## src/core/pcl_pkg.sv

```systemverilog
// package idle interrupt response limit: shared constants and helpers
package pcl_pkg;
   // register addresses in the model-specific register space
   localparam logic [31:0] PCL_ADDR_SHALLOW = 32'h0000_060A;
   localparam logic [31:0] PCL_ADDR_DEEP = 32'h0000_060B;
   // widths
   localparam int PCL_ADDR_W = 32;
   localparam int PCL_DATA_W = 64;
   localparam int PCL_CFG_W = 16;
   localparam int PCL_LIM_W = 10;
   localparam int PCL_UNIT_W = 3;
   localparam int PCL_NS_W = 36;
   // field positions
   localparam int PCL_LIM_LSB = 0;
   localparam int PCL_UNIT_LSB = 10;
   localparam int PCL_VALID_BIT = 15;
   // writable bits: valid, unit and limit; 14:13 and 63:16 reserved
   localparam logic [PCL_CFG_W-1:0] PCL_STORE_MASK = 16'h9FFF;
   localparam logic [PCL_CFG_W-1:0] PCL_CFG_RST = 16'h0000;
   // unit encodings, each a power of two nanoseconds
   localparam logic [PCL_UNIT_W-1:0] PCL_UNIT_1NS = 3'h0;
   localparam logic [PCL_UNIT_W-1:0] PCL_UNIT_32NS = 3'h1;
   localparam logic [PCL_UNIT_W-1:0] PCL_UNIT_1024NS = 3'h2;
   localparam logic [PCL_UNIT_W-1:0] PCL_UNIT_32768NS = 3'h3;
   localparam logic [PCL_UNIT_W-1:0] PCL_UNIT_1048576NS = 3'h4;
   localparam logic [PCL_UNIT_W-1:0] PCL_UNIT_33554432NS = 3'h5;

   // unit encoding to shift count; bit 5 flags an undefined encoding
   function automatic logic [5:0] pcl_unit_shift(input logic [PCL_UNIT_W-1:0] unit);
      logic [5:0] s;
      s = 6'h20;
      unique case (unit)
         PCL_UNIT_1NS: s = 6'h00;
         PCL_UNIT_32NS: s = 6'h05;
         PCL_UNIT_1024NS: s = 6'h0A;
         PCL_UNIT_32768NS: s = 6'h0F;
         PCL_UNIT_1048576NS: s = 6'h14;
         PCL_UNIT_33554432NS: s = 6'h19;
         default: s = 6'h20;
      endcase
      return s;
   endfunction

   // limit scaled by unit, in nanoseconds
   function automatic logic [PCL_NS_W-1:0] pcl_budget_ns(input logic [PCL_CFG_W-1:0] cfg);
      logic [5:0] s;
      logic [PCL_NS_W-1:0] lim;
      s = pcl_unit_shift(cfg[PCL_UNIT_LSB +: PCL_UNIT_W]);
      lim = {{(PCL_NS_W-PCL_LIM_W){1'b0}}, cfg[PCL_LIM_LSB +: PCL_LIM_W]};
      return lim << s[4:0];
   endfunction
endpackage

```

## src/core/pcl_limit_check.sv

```systemverilog
// one idle-state gate: scales a limit and compares the exit latency
module pcl_limit_check
   import pcl_pkg::*;
(
   input wire logic [pcl_pkg::PCL_CFG_W-1:0] i_cfg,
   input wire logic [pcl_pkg::PCL_NS_W-1:0] i_exit_lat_ns,
   output logic o_allowed,
   output logic [pcl_pkg::PCL_NS_W-1:0] o_budget_ns
);
   logic [5:0] shift_w;
   logic unit_ok_w;

   // unit decode and scaling
   assign shift_w = pcl_unit_shift(i_cfg[PCL_UNIT_LSB +: PCL_UNIT_W]);
   assign unit_ok_w = ~shift_w[5];
   assign o_budget_ns = pcl_budget_ns(i_cfg);

   // entry only with a valid, well-formed limit covering the latency
   assign o_allowed = i_cfg[PCL_VALID_BIT] && unit_ok_w
                      && (i_exit_lat_ns <= o_budget_ns);
endmodule

```

## src/core/pcl_top.sv

```systemverilog
// package idle interrupt response limit registers and entry gates
module pcl_top
(
   input wire logic i_clk_sys,
   input wire logic i_sys_rst,
   input wire logic i_cfg_wr,
   input wire logic i_cfg_rd,
   input wire logic [pcl_pkg::PCL_ADDR_W-1:0] i_cfg_addr,
   input wire logic [pcl_pkg::PCL_DATA_W-1:0] i_cfg_wdata,
   output logic [pcl_pkg::PCL_DATA_W-1:0] o_cfg_rdata,
   output logic o_cfg_ack,
   output logic o_cfg_err,
   input wire logic [pcl_pkg::PCL_NS_W-1:0] i_shallow_exit_lat_ns,
   input wire logic [pcl_pkg::PCL_NS_W-1:0] i_deep_exit_lat_ns,
   output logic o_shallow_allowed,
   output logic o_deep_allowed,
   output logic [pcl_pkg::PCL_NS_W-1:0] o_shallow_budget_ns,
   output logic [pcl_pkg::PCL_NS_W-1:0] o_deep_budget_ns
);
   import pcl_pkg::*;

   logic [PCL_CFG_W-1:0] shallow_idle_irq_response_limit_r;
   logic [PCL_CFG_W-1:0] deep_idle_irq_response_limit_r;
   logic hit_shallow_w;
   logic hit_deep_w;
   logic [PCL_CFG_W-1:0] wr_val_w;
   logic [PCL_DATA_W-1:0] rd_nxt;
   logic shallow_ok_w;
   logic deep_ok_w;
   logic [PCL_NS_W-1:0] shallow_budget_w;
   logic [PCL_NS_W-1:0] deep_budget_w;

   // address decode and write value with reserved bits dropped
   assign hit_shallow_w = (i_cfg_addr == PCL_ADDR_SHALLOW);
   assign hit_deep_w = (i_cfg_addr == PCL_ADDR_DEEP);
   assign wr_val_w = i_cfg_wdata[PCL_CFG_W-1:0] & PCL_STORE_MASK;

   // shallow register storage
   always_ff @(posedge i_clk_sys or posedge i_sys_rst)
   begin
      if (i_sys_rst)
         shallow_idle_irq_response_limit_r <= PCL_CFG_RST;
      else if (i_cfg_wr && hit_shallow_w)
         shallow_idle_irq_response_limit_r <= wr_val_w;
   end

   // deep register storage
   always_ff @(posedge i_clk_sys or posedge i_sys_rst)
   begin
      if (i_sys_rst)
         deep_idle_irq_response_limit_r <= PCL_CFG_RST;
      else if (i_cfg_wr && hit_deep_w)
         deep_idle_irq_response_limit_r <= wr_val_w;
   end

   // read mux; reserved bits read zero, read sees value before a same-cycle write
   always_comb
   begin
      rd_nxt = '0;
      if (hit_shallow_w)
         rd_nxt[PCL_CFG_W-1:0] = shallow_idle_irq_response_limit_r;
      else if (hit_deep_w)
         rd_nxt[PCL_CFG_W-1:0] = deep_idle_irq_response_limit_r;
   end

   // read data and acknowledge, one cycle after the request
   always_ff @(posedge i_clk_sys or posedge i_sys_rst)
   begin
      if (i_sys_rst)
      begin
         o_cfg_rdata <= '0;
         o_cfg_ack <= 1'b0;
      end
      else
      begin
         o_cfg_ack <= i_cfg_rd || i_cfg_wr;
         if (i_cfg_rd)
            o_cfg_rdata <= rd_nxt;
      end
   end

   // unmapped access flag, pulses with the acknowledge
   always_ff @(posedge i_clk_sys or posedge i_sys_rst)
   begin
      if (i_sys_rst)
         o_cfg_err <= 1'b0;
      else
         o_cfg_err <= (i_cfg_rd || i_cfg_wr) && !hit_shallow_w && !hit_deep_w;
   end

   // shallow idle gate
   pcl_limit_check u_shallow_chk
   (
      .i_cfg(shallow_idle_irq_response_limit_r),
      .i_exit_lat_ns(i_shallow_exit_lat_ns),
      .o_allowed(shallow_ok_w),
      .o_budget_ns(shallow_budget_w)
   );

   // deep idle gate; package latency only, core exit time excluded
   pcl_limit_check u_deep_chk
   (
      .i_cfg(deep_idle_irq_response_limit_r),
      .i_exit_lat_ns(i_deep_exit_lat_ns),
      .o_allowed(deep_ok_w),
      .o_budget_ns(deep_budget_w)
   );

   // registered gate outputs
   always_ff @(posedge i_clk_sys or posedge i_sys_rst)
   begin
      if (i_sys_rst)
      begin
         o_shallow_allowed <= 1'b0;
         o_deep_allowed <= 1'b0;
      end
      else
      begin
         o_shallow_allowed <= shallow_ok_w;
         o_deep_allowed <= deep_ok_w;
      end
   end

   // registered budgets, zero while the register is not valid
   always_ff @(posedge i_clk_sys or posedge i_sys_rst)
   begin
      if (i_sys_rst)
      begin
         o_shallow_budget_ns <= '0;
         o_deep_budget_ns <= '0;
      end
      else
      begin
         o_shallow_budget_ns <= shallow_idle_irq_response_limit_r[PCL_VALID_BIT]
                                ? shallow_budget_w : '0;
         o_deep_budget_ns <= deep_idle_irq_response_limit_r[PCL_VALID_BIT]
                             ? deep_budget_w : '0;
      end
   end
endmodule

```

## config.mk

```make
export PLATFORM = sky130hd
export DESIGN_NAME = pcl_top
export DESIGN_NICKNAME = d
export VERILOG_FILES = /design/src/core/pcl_pkg.sv /design/src/core/pcl_limit_check.sv /design/src/core/pcl_top.sv
export SDC_FILE = /design/constraint.sdc
export NUM_CORES = 1
export LEC_CHECK = 0
export ABC_AREA = 0
export BUFFER_PORTS_ARGS = -buffer_cell sky130_fd_sc_hd__buf_2
export CELL_PAD_IN_SITES_DETAIL_PLACEMENT = 2
export CELL_PAD_IN_SITES_GLOBAL_PLACEMENT = 2
export CORE_MARGIN = 2
export CORE_UTILIZATION = 31
export CTS_BUF_LIST = sky130_fd_sc_hd__clkbuf_8
export DETAILED_ROUTE_END_ITERATION = 10
export GPL_TIMING_DRIVEN = 0
export PLACE_DENSITY = 0.92
export SLEW_MARGIN = 5
export SYNTH_ARGS = -nofsm -noshare
export SYNTH_HDL_FRONTEND = slang
export SYNTH_SLANG_ARGS = --single-unit
export TNS_END_PERCENT = 20
```

## constraint.sdc

```tcl
create_clock -name i_clk_sys -period 10.4 [get_ports i_clk_sys]
set_input_delay 0.52 -clock i_clk_sys [delete_from_list [all_inputs] [get_ports i_clk_sys]]
set_output_delay 0.52 -clock i_clk_sys [all_outputs]
set_load 0.005 [all_outputs]
```

==> qor.yml, run 1 <==
status:
  outcome: "finished clean"
sta:
  grt_setup_unrepaired: "no"
  clock_skew_ns: 0.0269
  setup_viol: 0
  fin_crit_sh: 0.424
  worst_slew_pin_slew_ns: 0.926
  whs_ns: 0.0772
  drv_slew: 0
  final-hold-violation-count: 0
  fmax_mhz: 227
  slew_headroom: 0.378
  fin_crit_ns: 4.41
  finalSetupTns_ns: 0
yosys:
  synth_fa_ha_area_frac: 0.118
  synth_area_um2: 7600
  ys_warn_count: 0
  synth_top_family_by_area: "simple AND/OR/NAND/NOR gates"
  ys_ff_latch: 118
  yosys-top-cells-area: "dfrtp_1 (39%), ha_1 (12%), mux2_2 (5.5%)"
  synth_edf_count: 0
  yosysTopAreaCell: "dfrtp_1"
  yosysUniqueCellTypes: 63
  synth-xor-area-share: 0.00115
  async_reset_ff_frac: 1.00
  yosysSeqAreaShare: 0.388
  avgSynthCellArea_um2: 9.39
  yosysMostFrequentCell: "dfrtp_1"
  yosys.area_share.simple: 0.177
  synth_flop_cell: "dfrtp_1"
  syn_inst: 810
  synth_compound_area_frac: 0.136
  yosysTopAreaCellShare: 0.388
  synth.mux.area_fraction: 0.0938
  synthTopCellsByCount: "dfrtp_1 (118), nand2_1 (102), nor2_1 (85)"
critical_path:
  crit_path_start_kind: "flip-flop"
  cpPeakStageDelay_ns: 0.66
  cpMostUsedCell: "clkbuf_1"
  r2r_cells: 15
  critPathTopFamily: "simple AND/OR/NAND/NOR gates"
  r2r-end: "o_shallow_allowed"
  timing.rr.start: "shallow_idle_irq_response_limit_r[12]"
  worstSetupEndpointType: "flip-flop"
  crit_required_ns: 10.73
  timing.critical_path.cells: "buf_4, inv_1, clkbuf_1, nor2_1, clkbuf_1, a21boi_0, o22ai_1, nand2_1, ha_1, nand4_1, nor4_1, nor4bb_1, a21oi_1, o221ai_1, o21ai_0"
  critical_path_arrival_ns: 4.74
  cp_num_buf_inv: 4
  critPathSlowestCell: "nor4bb_1"
  rrSetupSlack_ns: 5.99
  path_class: "flip-flop to flip-flop"
  cp_max_fo: 10
  cp.depth: 15
min_path:
  min_path_type: "input port to asynchronous set/reset pin"
cells_and_area:
  final-seq-area_um2: 2950
  area_growth_pct: 27.3
  drive_gt1_frac: 0.325
  post-route-util: 0.401
  n_fill_cell: 2685
  multiInputGateArea_um2: 4200
  fin_cells: 1435
  final_nets: 1337
route:
  finalWirelength_mm: 32.0
  vias_per_cell: 5.28
  routed-wl-met2_mm: 15.6
  wl_met3_mm: 2.21
  vias: 7583
  wl_met1_mm: 13.2
  first_pass_iters: 5
  post-route-drc-count: 0
  wl_per_cell_um: 22.3
  drtIter0Drc: 457
  dr.max_layer_used: "met4"
  ant_nets: 0
grt:
  grt_pass1_vias: 8432
  grt_usage: 0.240
  grt_pass1_wl_mm: 47.2
  grt_max_degree: 73
  grt_overflow: 0
  antenna_found_initial: 5
power_and_ir_drop:
  combPwrFrac: 0.109
  p_leak_nw: 4.72
  power_switching_uw: 274
  max-vdd-ir-drop_mv: 0.0623
  switching_share: 0.276
  clkPwrFrac: 0.423
  p_int_uw: 721
  power_density_nw_per_um2: 103
  power_frac_seq: 0.468
  power_uw: 995
placed_design:
  dp.final_hpwl_mm: 23.5
  placed_cells: 1398
  gp_congestion: 0.872
  io_buffers: 211
floorplanning:
  die_y_um: 161
  coreArea_um2: 24200
  initial_core_util: 0.314
  rows: 57
  io_pins: 312
  die_area_um2: 25800
  die_w_um: 161
clock_tree:
  path_clk_slew_ns: 0.10
  postCtsSetupBuffers: 0
  ctsHtreeMaxLevel: 4
  postCtsHoldBufs: 0
  clkLatencyLatePin_ns: 0.48
  cts_buffers: 17
  ctsResizeCount: 0
  cts_tree: "built"
  root_buffer: "clkbuf_8"
  clk_path_buf_depth: 2
  cts_sinks: 118
job:
  maxCapViolations: 0
-- cells by family after synthesis --
family | Yosys count
AND/OR/NAND/NOR | 290
multiplexers | 59
flip-flops | 118
adder cells (fa/ha/maj) | 72
AO/OA/AOI/OAI | 153
buffers and inverters | 115
XOR/XNOR | 1
other | 2
-- worst max-delay path by stage --
stage | slack, ns | startpoint | to
floorplan | 6.75 | i_sys_rst | deep_idle_irq_response_limit_r[0]
global placement | 5.33 | i_sys_rst | o_cfg_rdata[0]
detailed placement | 6.31 | shallow_idle_irq_response_limit_r[11] | o_shallow_allowed
CTS | 6.26 | shallow_idle_irq_response_limit_r[11] | o_shallow_allowed
global route | 5.75 | shallow_idle_irq_response_limit_r[12] | o_shallow_allowed
finish | 5.99 | shallow_idle_irq_response_limit_r[12] | o_shallow_allowed
-- flip-flops by register name, indices dropped and copies added (netlist names) --
signal / cells
o_shallow_allowed: 1
shallow_idle_irq_response_limit_r: 14
o_cfg_rdata: 14
o_cfg_err: 1
o_shallow_budget_ns: 36
deep_idle_irq_response_limit_r: 14
o_deep_allowed: 1
o_cfg_ack: 1
o_deep_budget_ns: 36
-- area by class of cell --
class                   count  area share
diodes                      5     0.00129
plain buffers             101      0.0610
clock buffers              20      0.0284
clock inverters            12      0.0106
inverters                  14     0.00594
multi-input cells         629       0.434
flip-flops and latches    118       0.305
well taps                 324      0.0419
repair buffers            212       0.112
-- layout by cell type, fill, tap and decap left out, drive strengths merged, types with 3 or more instances in the layout --
master    Yosys  final
buf          64    276
dfrtp       118    118
nand2       102    102
nor2         87     87
ha           72     72
clkbuf       37     57
a21oi        56     56
conb          2     54
mux2         38     38
a22oi        20     20
nand4        17     17
nor2b        16     16
mux2i        15     15
inv          13     15
nand3        14     14
and3         13     13
o21ai        13     13
a211oi       11     11
nor4         10     10
a32oi        10     10
nor3          9      9
a21o          9      9
nand2b        6      6
mux4          6      6
clkinvlp      0      6
diode         0      5
or2           5      5
a21boi        5      5
a311oi        4      4
clkinv        1      4
a31oi         3      3
and2          3      3
-- power by group through the flow --
stage	Clock [mW]	Combinational, mW	Sequential, mW
after floorplan	0	0.0556	0.475
after global placement	0	0.0968	0.474
after detailed placement	0	0.106	0.474
after CTS	0.423	0.107	0.465
after global routing	0.444	0.121	0.466
final	0.421	0.108	0.465
-- stage by stage --
stage / setup WS [ns] / cell area (um2)
2_1_floorplan: 6.75 / 7800
3_3_place_gp: 5.33 / 9260
5_1_grt: 5.75 / 9680
3_5_place_dp: 6.31 / 9290
6_report: 5.99 / 9680
4_1_cts: 6.26 / 9670
-- metal layers --
| layer | vias up | GRT usage |
|---|---|---|
| met3 | 64 | 0.0581 |
| met5 | - | 0 |
| met1 | 3809 | 0.294 |
| li1 | 3351 | - |
| met2 | 359 | 0.398 |
| met4 | 0 | 0.112 |
No activity file was read; power rests on OpenSTA's default activity.
==> run 2: changes to the inputs <==
--- a/config.mk
+++ b/config.mk
@@ -5,16 +5,16 @@
 export SDC_FILE = /design/constraint.sdc
 export NUM_CORES = 1
 export LEC_CHECK = 0
-export ABC_AREA = 0
+export ABC_AREA = 1
 export BUFFER_PORTS_ARGS = -buffer_cell sky130_fd_sc_hd__buf_2
 export CELL_PAD_IN_SITES_DETAIL_PLACEMENT = 2
 export CELL_PAD_IN_SITES_GLOBAL_PLACEMENT = 2
 export CORE_MARGIN = 2
-export CORE_UTILIZATION = 31
+export CORE_UTILIZATION = 24
 export CTS_BUF_LIST = sky130_fd_sc_hd__clkbuf_8
 export DETAILED_ROUTE_END_ITERATION = 10
 export GPL_TIMING_DRIVEN = 0
-export PLACE_DENSITY = 0.92
+export PLACE_DENSITY = 0.82
 export SLEW_MARGIN = 5
 export SYNTH_ARGS = -nofsm -noshare
 export SYNTH_HDL_FRONTEND = slang
==> constraint.sdc (replaced) <==
create_clock -name i_clk_sys -period 3.9 [get_ports i_clk_sys]
set_input_delay 0.195 -clock i_clk_sys [delete_from_list [all_inputs] [get_ports i_clk_sys]]
set_output_delay 0.195 -clock i_clk_sys [all_outputs]
set_load 0.005 [all_outputs]
==> qor.yml, run 2 <==
floorplanning:
  rows: 66  # was 57
  coreArea_um2: 32500  # was 24200 um2
  io_pins: 312  # unchanged
  die_area_um2: 34400  # was 25800 um2
  die_w_um: 185  # was 161 um
  die_y_um: 185  # was 161 um
  initial_core_util: 0.243  # was 0.314
sta:
  setup_viol: 0  # unchanged
  fin_crit_sh: 0.897  # was 0.424
  fmax_mhz: 286  # was 227 MHz
  final-hold-violation-count: 0  # unchanged
  slew_headroom: 0.535  # was 0.378
  drv_slew: 0  # unchanged
  clock_skew_ns: 0.0126  # was 0.0269 ns
  grt_setup_unrepaired: "no"  # unchanged
  fin_crit_ns: 3.50  # was 4.41 ns
  finalSetupTns_ns: 0  # unchanged
  worst_slew_pin_slew_ns: 0.690  # was 0.926 ns
yosys:
  yosysTopAreaCell: "dfrtp_1"  # unchanged
  yosysSeqAreaShare: 0.374  # was 0.388
  ys_ff_latch: 118  # unchanged
  synthTopCellsByCount: "nand2_1 (310), nand3_1 (125), dfrtp_1 (118)"  # was dfrtp_1 (118), nand2_1 (102), nor2_1 (85)
  yosysTopAreaCellShare: 0.374  # was 0.388
  async_reset_ff_frac: 1.00  # unchanged
  avgSynthCellArea_um2: 7.40  # was 9.39 um2
  synth_flop_cell: "dfrtp_1"  # unchanged
  yosysMostFrequentCell: "nand2_1"  # was dfrtp_1
  yosysUniqueCellTypes: 38  # was 63
  ys_warn_count: 0  # unchanged
  synth_edf_count: 0  # unchanged
  syn_inst: 1068  # was 810
  synth_area_um2: 7900  # was 7600 um2
  yosys-top-cells-area: "dfrtp_1 (37%), nand2_1 (15%), ha_1 (11%)"  # was dfrtp_1 (39%), ha_1 (12%), mux2_2 (5.5%)
critical_path:
  r2r-end: "o_deep_allowed"  # was o_shallow_allowed
  worstSetupEndpointType: "flip-flop"  # unchanged
  crit_path_start_kind: "flip-flop"  # unchanged
  critical_path_arrival_ns: 3.90  # was 4.74 ns
  timing.rr.start: "deep_idle_irq_response_limit_r[10]"  # was shallow_idle_irq_response_limit_r[12]
  rrSetupSlack_ns: 0.40  # was 5.99 ns
  crit_required_ns: 4.30  # was 10.73 ns
  path_class: "flip-flop to flip-flop"  # unchanged
  cp_max_fo: 8  # was 10
  r2r_cells: 15  # unchanged
status:
  outcome: "finished clean"  # unchanged
clock_tree:
  cts_buffers: 17  # unchanged
  cts_tree: "built"  # unchanged
  path_clk_slew_ns: 0.08  # was 0.10 ns
  ctsResizeCount: 0  # unchanged
  root_buffer: "clkbuf_8"  # unchanged
  clk_path_buf_depth: 2  # unchanged
  cts_sinks: 118  # unchanged
  ctsHtreeMaxLevel: 4  # unchanged
  clkLatencyLatePin_ns: 0.47  # was 0.48 ns
grt:
  grt_usage: 0.187  # was 0.240
  grt_max_degree: 83  # was 73
  grt_pass1_wl_mm: 49.1  # was 47.2 mm
  antenna_found_initial: 3  # was 5
  grt_overflow: 0  # unchanged
  grt_pass1_vias: 9017  # was 8432
route:
  finalWirelength_mm: 32.0  # about the same
  ant_nets: 0  # unchanged
  drtIter0Drc: 336  # was 457
  post-route-drc-count: 0  # unchanged
  first_pass_iters: 4  # was 5
  wl_per_cell_um: 17.5  # was 22.3 um
  vias: 8386  # was 7583
  vias_per_cell: 4.60  # was 5.28
power_and_ir_drop:
  max-vdd-ir-drop_mv: 0.177  # was 0.0623 mV
  power_mw: 2.76  # was 995 uW
  p_leak_nw: 5.70  # was 4.72 nW
  power_density_nw_per_um2: 267  # was 103 nW/um2
job:
  maxCapViolations: 0  # unchanged
placed_design:
  dpl_cell_area_um2: 9730  # was 9290 um2
  placed_cells: 1773  # was 1398
  io_buffers: 210  # was 211
  dp.final_hpwl_mm: 26.0  # was 23.5 mm
  gp_congestion: 0.884  # was 0.872
cells_and_area:
  drive_gt1_frac: 0.247  # was 0.325
  post-route-util: 0.318  # was 0.401
  fin_cells: 1824  # was 1435
  area_growth_pct: 30.6  # was 27.3%
  top_regs: "o_deep_budget_ns: 36 flops, o_shallow_budget_ns: 36 flops"  # unchanged
  final_nets: 1610  # was 1337
  fin_area_um2: 10300  # was 9680 um2
  layout_commonest_cell: "nand2_1"  # was buf_2
  final_cell_mix: "nand2_1 (310), buf_2 (222), nand3_1 (125)"  # was buf_2 (218), dfrtp_1 (118), nand2_1 (102)
min_path:
  min_path_type: "input port to flip-flop"  # was input port to asynchronous set/reset pin
  holdPathStages: 3
  holdPathEnd: "o_cfg_rdata[9]"
  min-delay-start: "i_cfg_rd"
-- run 2: changes by cell type after synthesis, moves of 13 or more --
cell,change
and3_1,-13
o21ai_0,+35
a22oi_1,-20
inv_1,+60
nor2_1,+22
mux2i_1,-15
o21ai_1,+17
nand2_1,+208
mux2_2,-37
clkbuf_1,-24
nor2b_1,-15
nand3_1,+111
a21oi_1,-24
-- run 2: stage by stage --
stage / hold slack, ns / worst slack, ns
global route: 0.0836 / 0.151
global placement: 0.423 / -0.991
detailed placement: 0.224 / 0.474
CTS: 0.0395 / 0.459
floorplan: 0.299 / 0.576
finish: 0.0727 / 0.401
-- run 2: worst max path at each step --
stage	to	slack, ns	from	depth (start not counted)
finish	o_deep_allowed	0.40	deep_idle_irq_response_limit_r[10]	15
global route	o_shallow_allowed	0.15	shallow_idle_irq_response_limit_r[12]	19
CTS	o_deep_allowed	0.46	deep_idle_irq_response_limit_r[10]	15
detailed placement	o_deep_allowed	0.47	deep_idle_irq_response_limit_r[12]	16
global placement	o_shallow_budget_ns[1]	-0.99	i_sys_rst	2
floorplan	deep_idle_irq_response_limit_r[0]	0.58	i_sys_rst	1
-- run 2: timing repair --
action / CTS / global route
hold endpoints to repair: 66 / 0
hold buffers: 16 / 0
buffers inserted: 0 / 0
-- run 2: final cells by class --
cell class	count	area, um2
Fill cell	3925	22100
Multi-Input combinational cell	837	4290
Sequential cell	118	2950
Timing Repair Buffer	227	1240
Tap cell	442	553
Buffer	82	534
Inverter	83	322
Clock buffer	19	262
Clock inverter	13	155
Antenna cell	3	7.51
-- run 2: critical path, cell delays in order (launching register included) --
cell and delay (ns):
dfrtp_1 0.54, nand2_2 0.19, nand2_1 0.08, o21ai_0 0.14, o21ai_0 0.59, nand2_1 0.10, o21ai_1 0.29, nand2_1 0.18
ha_1 0.32, nand2_1 0.06, nor2_1 0.14, nand2_1 0.09, nor2_1 0.16, nand3_1 0.11, or2_2 0.29, a21oi_1 0.14
-- run 2: report_power, final --
| group | switching [mW] | internal (mW) | total, mW |
|---|---|---|---|
| Clock | 0.584 | 0.662 | 1.25 |
| Sequential | 0.000422 | 1.22 | 1.22 |
| Combinational | 0.147 | 0.136 | 0.283 |
-- run 2: metal layers --
metal / GRT usage / wire length [um] / vias up
met5: 0 / 13 / -
met4: 0.0622 / 612 / 2
met3: 0.0330 / 1700 / 42
met2: 0.314 / 15400 / 211
met1: 0.242 / 14200 / 4157
li1: - / - / 3974
-- run 2: kinds of logic after synthesis --
family	synth area share
AO/OA/AOI/OAI	0.0790
adder cells (fa/ha/maj)	0.114
buffers and inverters	0.108
flip-flops	0.374
AND/OR/NAND/NOR	0.324
other	0.000951
==> run 3: changes to the inputs <==
--- a/config.mk
+++ b/config.mk
@@ -14,7 +14,7 @@
 export CTS_BUF_LIST = sky130_fd_sc_hd__clkbuf_8
 export DETAILED_ROUTE_END_ITERATION = 10
 export GPL_TIMING_DRIVEN = 0
-export PLACE_DENSITY = 0.82
+export PLACE_DENSITY_LB_ADDON = 0.08
 export SLEW_MARGIN = 5
 export SYNTH_ARGS = -nofsm -noshare
 export SYNTH_HDL_FRONTEND = slang
==> qor.yml, run 3 (same netlist as run 2, synthesis figures left out) <==
critical_path:
  worstSetupEndpoint: "o_deep_allowed"  # unchanged
  timing.rr.start: "deep_idle_irq_response_limit_r[12]"  # was deep_idle_irq_response_limit_r[10]
  worstSetupEndpointType: "flip-flop"  # unchanged
  cp_max_fo: 10  # was 8
  r2r_cells: 17  # was 15
  r2r-end: "o_deep_allowed"  # unchanged
  cp-startpoint: "deep_idle_irq_response_limit_r[12]"  # was deep_idle_irq_response_limit_r[10]
  path_class: "flip-flop to flip-flop"  # unchanged
  crit_required_ns: 4.31  # was 4.30 ns
  crit_path_start_kind: "flip-flop"  # unchanged
  critical_path_arrival_ns: 3.88  # was 3.90 ns
  rrSetupSlack_ns: 0.43  # was 0.40 ns
route:
  vias: 8118  # was 8386
  vias_per_cell: 4.45  # was 4.60
  post-route-drc-count: 0  # unchanged
  finalWirelength_mm: 32.3  # was 32.0 mm
  ant_nets: 0  # unchanged
  drtIter0Drc: 243  # was 336
  wl_per_cell_um: 17.7  # was 17.5 um
  first_pass_iters: 4  # unchanged
power_and_ir_drop:
  max-vdd-ir-drop_mv: 0.169  # was 0.177 mV
  power_density_nw_per_um2: 269  # was 267 nW/um2
  p_leak_nw: 5.69  # was 5.70 nW
  power_mw: 2.78  # was 2.76 mW
placed_design:
  dp.final_hpwl_mm: 26.3  # was 26.0 mm
  placed_cells: 1773  # unchanged
  dp_slack_ns: 0.389  # was 0.474 ns
  gp_congestion: 0.813  # was 0.884
  dpl_cell_area_um2: 9730  # unchanged
  io_buffers: 210  # unchanged
cells_and_area:
  drive_gt1_frac: 0.248  # was 0.247
  final_cell_mix: "nand2_1 (310), buf_2 (222), nand3_1 (125)"  # unchanged
  final_nets: 1610  # unchanged
  fin_area_um2: 10300  # about the same
  layout_commonest_cell: "nand2_1"  # unchanged
  area_growth_pct: 30.8  # was 30.6%
  fin_cells: 1824  # unchanged
  top_regs: "o_deep_budget_ns: 36 flops, o_shallow_budget_ns: 36 flops"  # unchanged
floorplanning:
  die_w_um: 185  # unchanged
  io_pins: 312  # unchanged
  die_area_um2: 34400  # unchanged
  die_y_um: 185  # unchanged
  initial_core_util: 0.243  # unchanged
  coreArea_um2: 32500  # unchanged
  rows: 66  # unchanged
sta:
  worst_slew_pin_slew_ns: 0.600  # was 0.690 ns
  clock_skew_ns: 0.0174  # was 0.0126 ns
  slew_headroom: 0.600  # was 0.535
  finalWorstSetupSlack_ns: 0.432  # was 0.401 ns
  fmax_mhz: 288  # was 286 MHz
  setup_viol: 0  # unchanged
  final-hold-violation-count: 0  # unchanged
  finalSetupTns_ns: 0  # unchanged
  fin_crit_sh: 0.889  # was 0.897
  drv_slew: 0  # unchanged
  grt_setup_unrepaired: "no"  # unchanged
  fin_crit_ns: 3.47  # was 3.50 ns
grt:
  grt_pass1_vias: 8829  # was 9017
  grt_pass1_wl_mm: 49.6  # was 49.1 mm
  antenna_found_initial: 5  # was 3
  grt_overflow: 0  # unchanged
  grt_max_degree: 86  # was 83
  grt_usage: 0.193  # was 0.187
clock_tree:
  root_buffer: "clkbuf_8"  # unchanged
  cts_sinks: 118  # unchanged
  clkLatencyLatePin_ns: 0.49  # was 0.47 ns
  cts_tree: "built"  # unchanged
  path_clk_slew_ns: 0.09  # was 0.08 ns
  cts_buffers: 17  # unchanged
  clk_path_buf_depth: 2  # unchanged
  ctsHtreeMaxLevel: 4  # unchanged
status:
  outcome: "finished clean"  # unchanged
min_path:
  min-delay-start: "i_cfg_rd"  # unchanged
  min_path_type: "input port to flip-flop"  # unchanged
job:
  maxCapViolations: 0  # unchanged
run 3: where the power goes:
part           total (mW)  internal [mW]  leakage [nW]  switching, mW
clock                1.28          0.671         0.201          0.605
sequential           1.22           1.22          1.40       0.000417
combinational       0.280          0.135          4.09          0.145
total                2.78           2.03          5.69          0.751
run 3: timing repair:
action / in CTS / in global routing
endpoints found under the setup margin: 0 / 1
hold buffers: 16 / 0
buffers inserted: 0 / 0
resized for setup: 0 / 1
endpoints found under the hold margin: 63 / 0
run 3: stage by stage:
| stage | util | hold WS (ns) |
|---|---|---|
| final | 0.318 | 0.0553 |
| after global routing | 0.318 | 0.0700 |
| after global placement | 0.299 | 0.411 |
| after CTS | 0.318 | 0.0276 |
| after floorplan | - | 0.299 |
| after detailed placement | 0.300 | 0.217 |
run 3: final cells by class:
class | count | area (um2)
fill | 3938 | 22100
multi-input combinational | 837 | 4290
sequential | 118 | 2950
timing repair buffer | 227 | 1240
tap | 442 | 553
buffer | 82 | 534
inverter | 83 | 322
clock buffer | 19 | 262
clock inverter | 13 | 171
antenna | 3 | 7.51
run 3: per-layer routing:
layer  track usage  vias up  wire length (um)
met5             0        -                30
met4        0.0546        4               505
met3        0.0466       30              1770
met2         0.327      184             15600
met1         0.245     3929             14400
li1              -     3971                 -
run 3: worst max-delay path, stage by stage, from the launching register on:
cell,delay [ns]
dfrtp_1,0.50
nand2_1,0.19
nand2_2,0.14
buf_4,0.21
nand2_1,0.11
nand2_1,0.08
o21ai_1,0.35
nand2_1,0.10
nand2_1,0.11
nand3_1,0.14
ha_1,0.31
nand2_1,0.07
nor2_1,0.26
nand2_1,0.11
nor2_1,0.13
nand3_1,0.14
or2_2,0.30
a21oi_1,0.14
run 3: how the worst min path moves through the flow:
stage                 endpoint  slack [ns]  cells past startpoint
6_report       o_cfg_rdata[10]        0.06                      3
5_1_grt        o_cfg_rdata[11]        0.07                      3
4_1_cts        o_cfg_rdata[10]        0.03                      3
3_5_place_dp   o_cfg_rdata[12]        0.22                      2
3_3_place_gp         o_cfg_ack        0.41                      3
2_1_floorplan        o_cfg_ack        0.30                      2
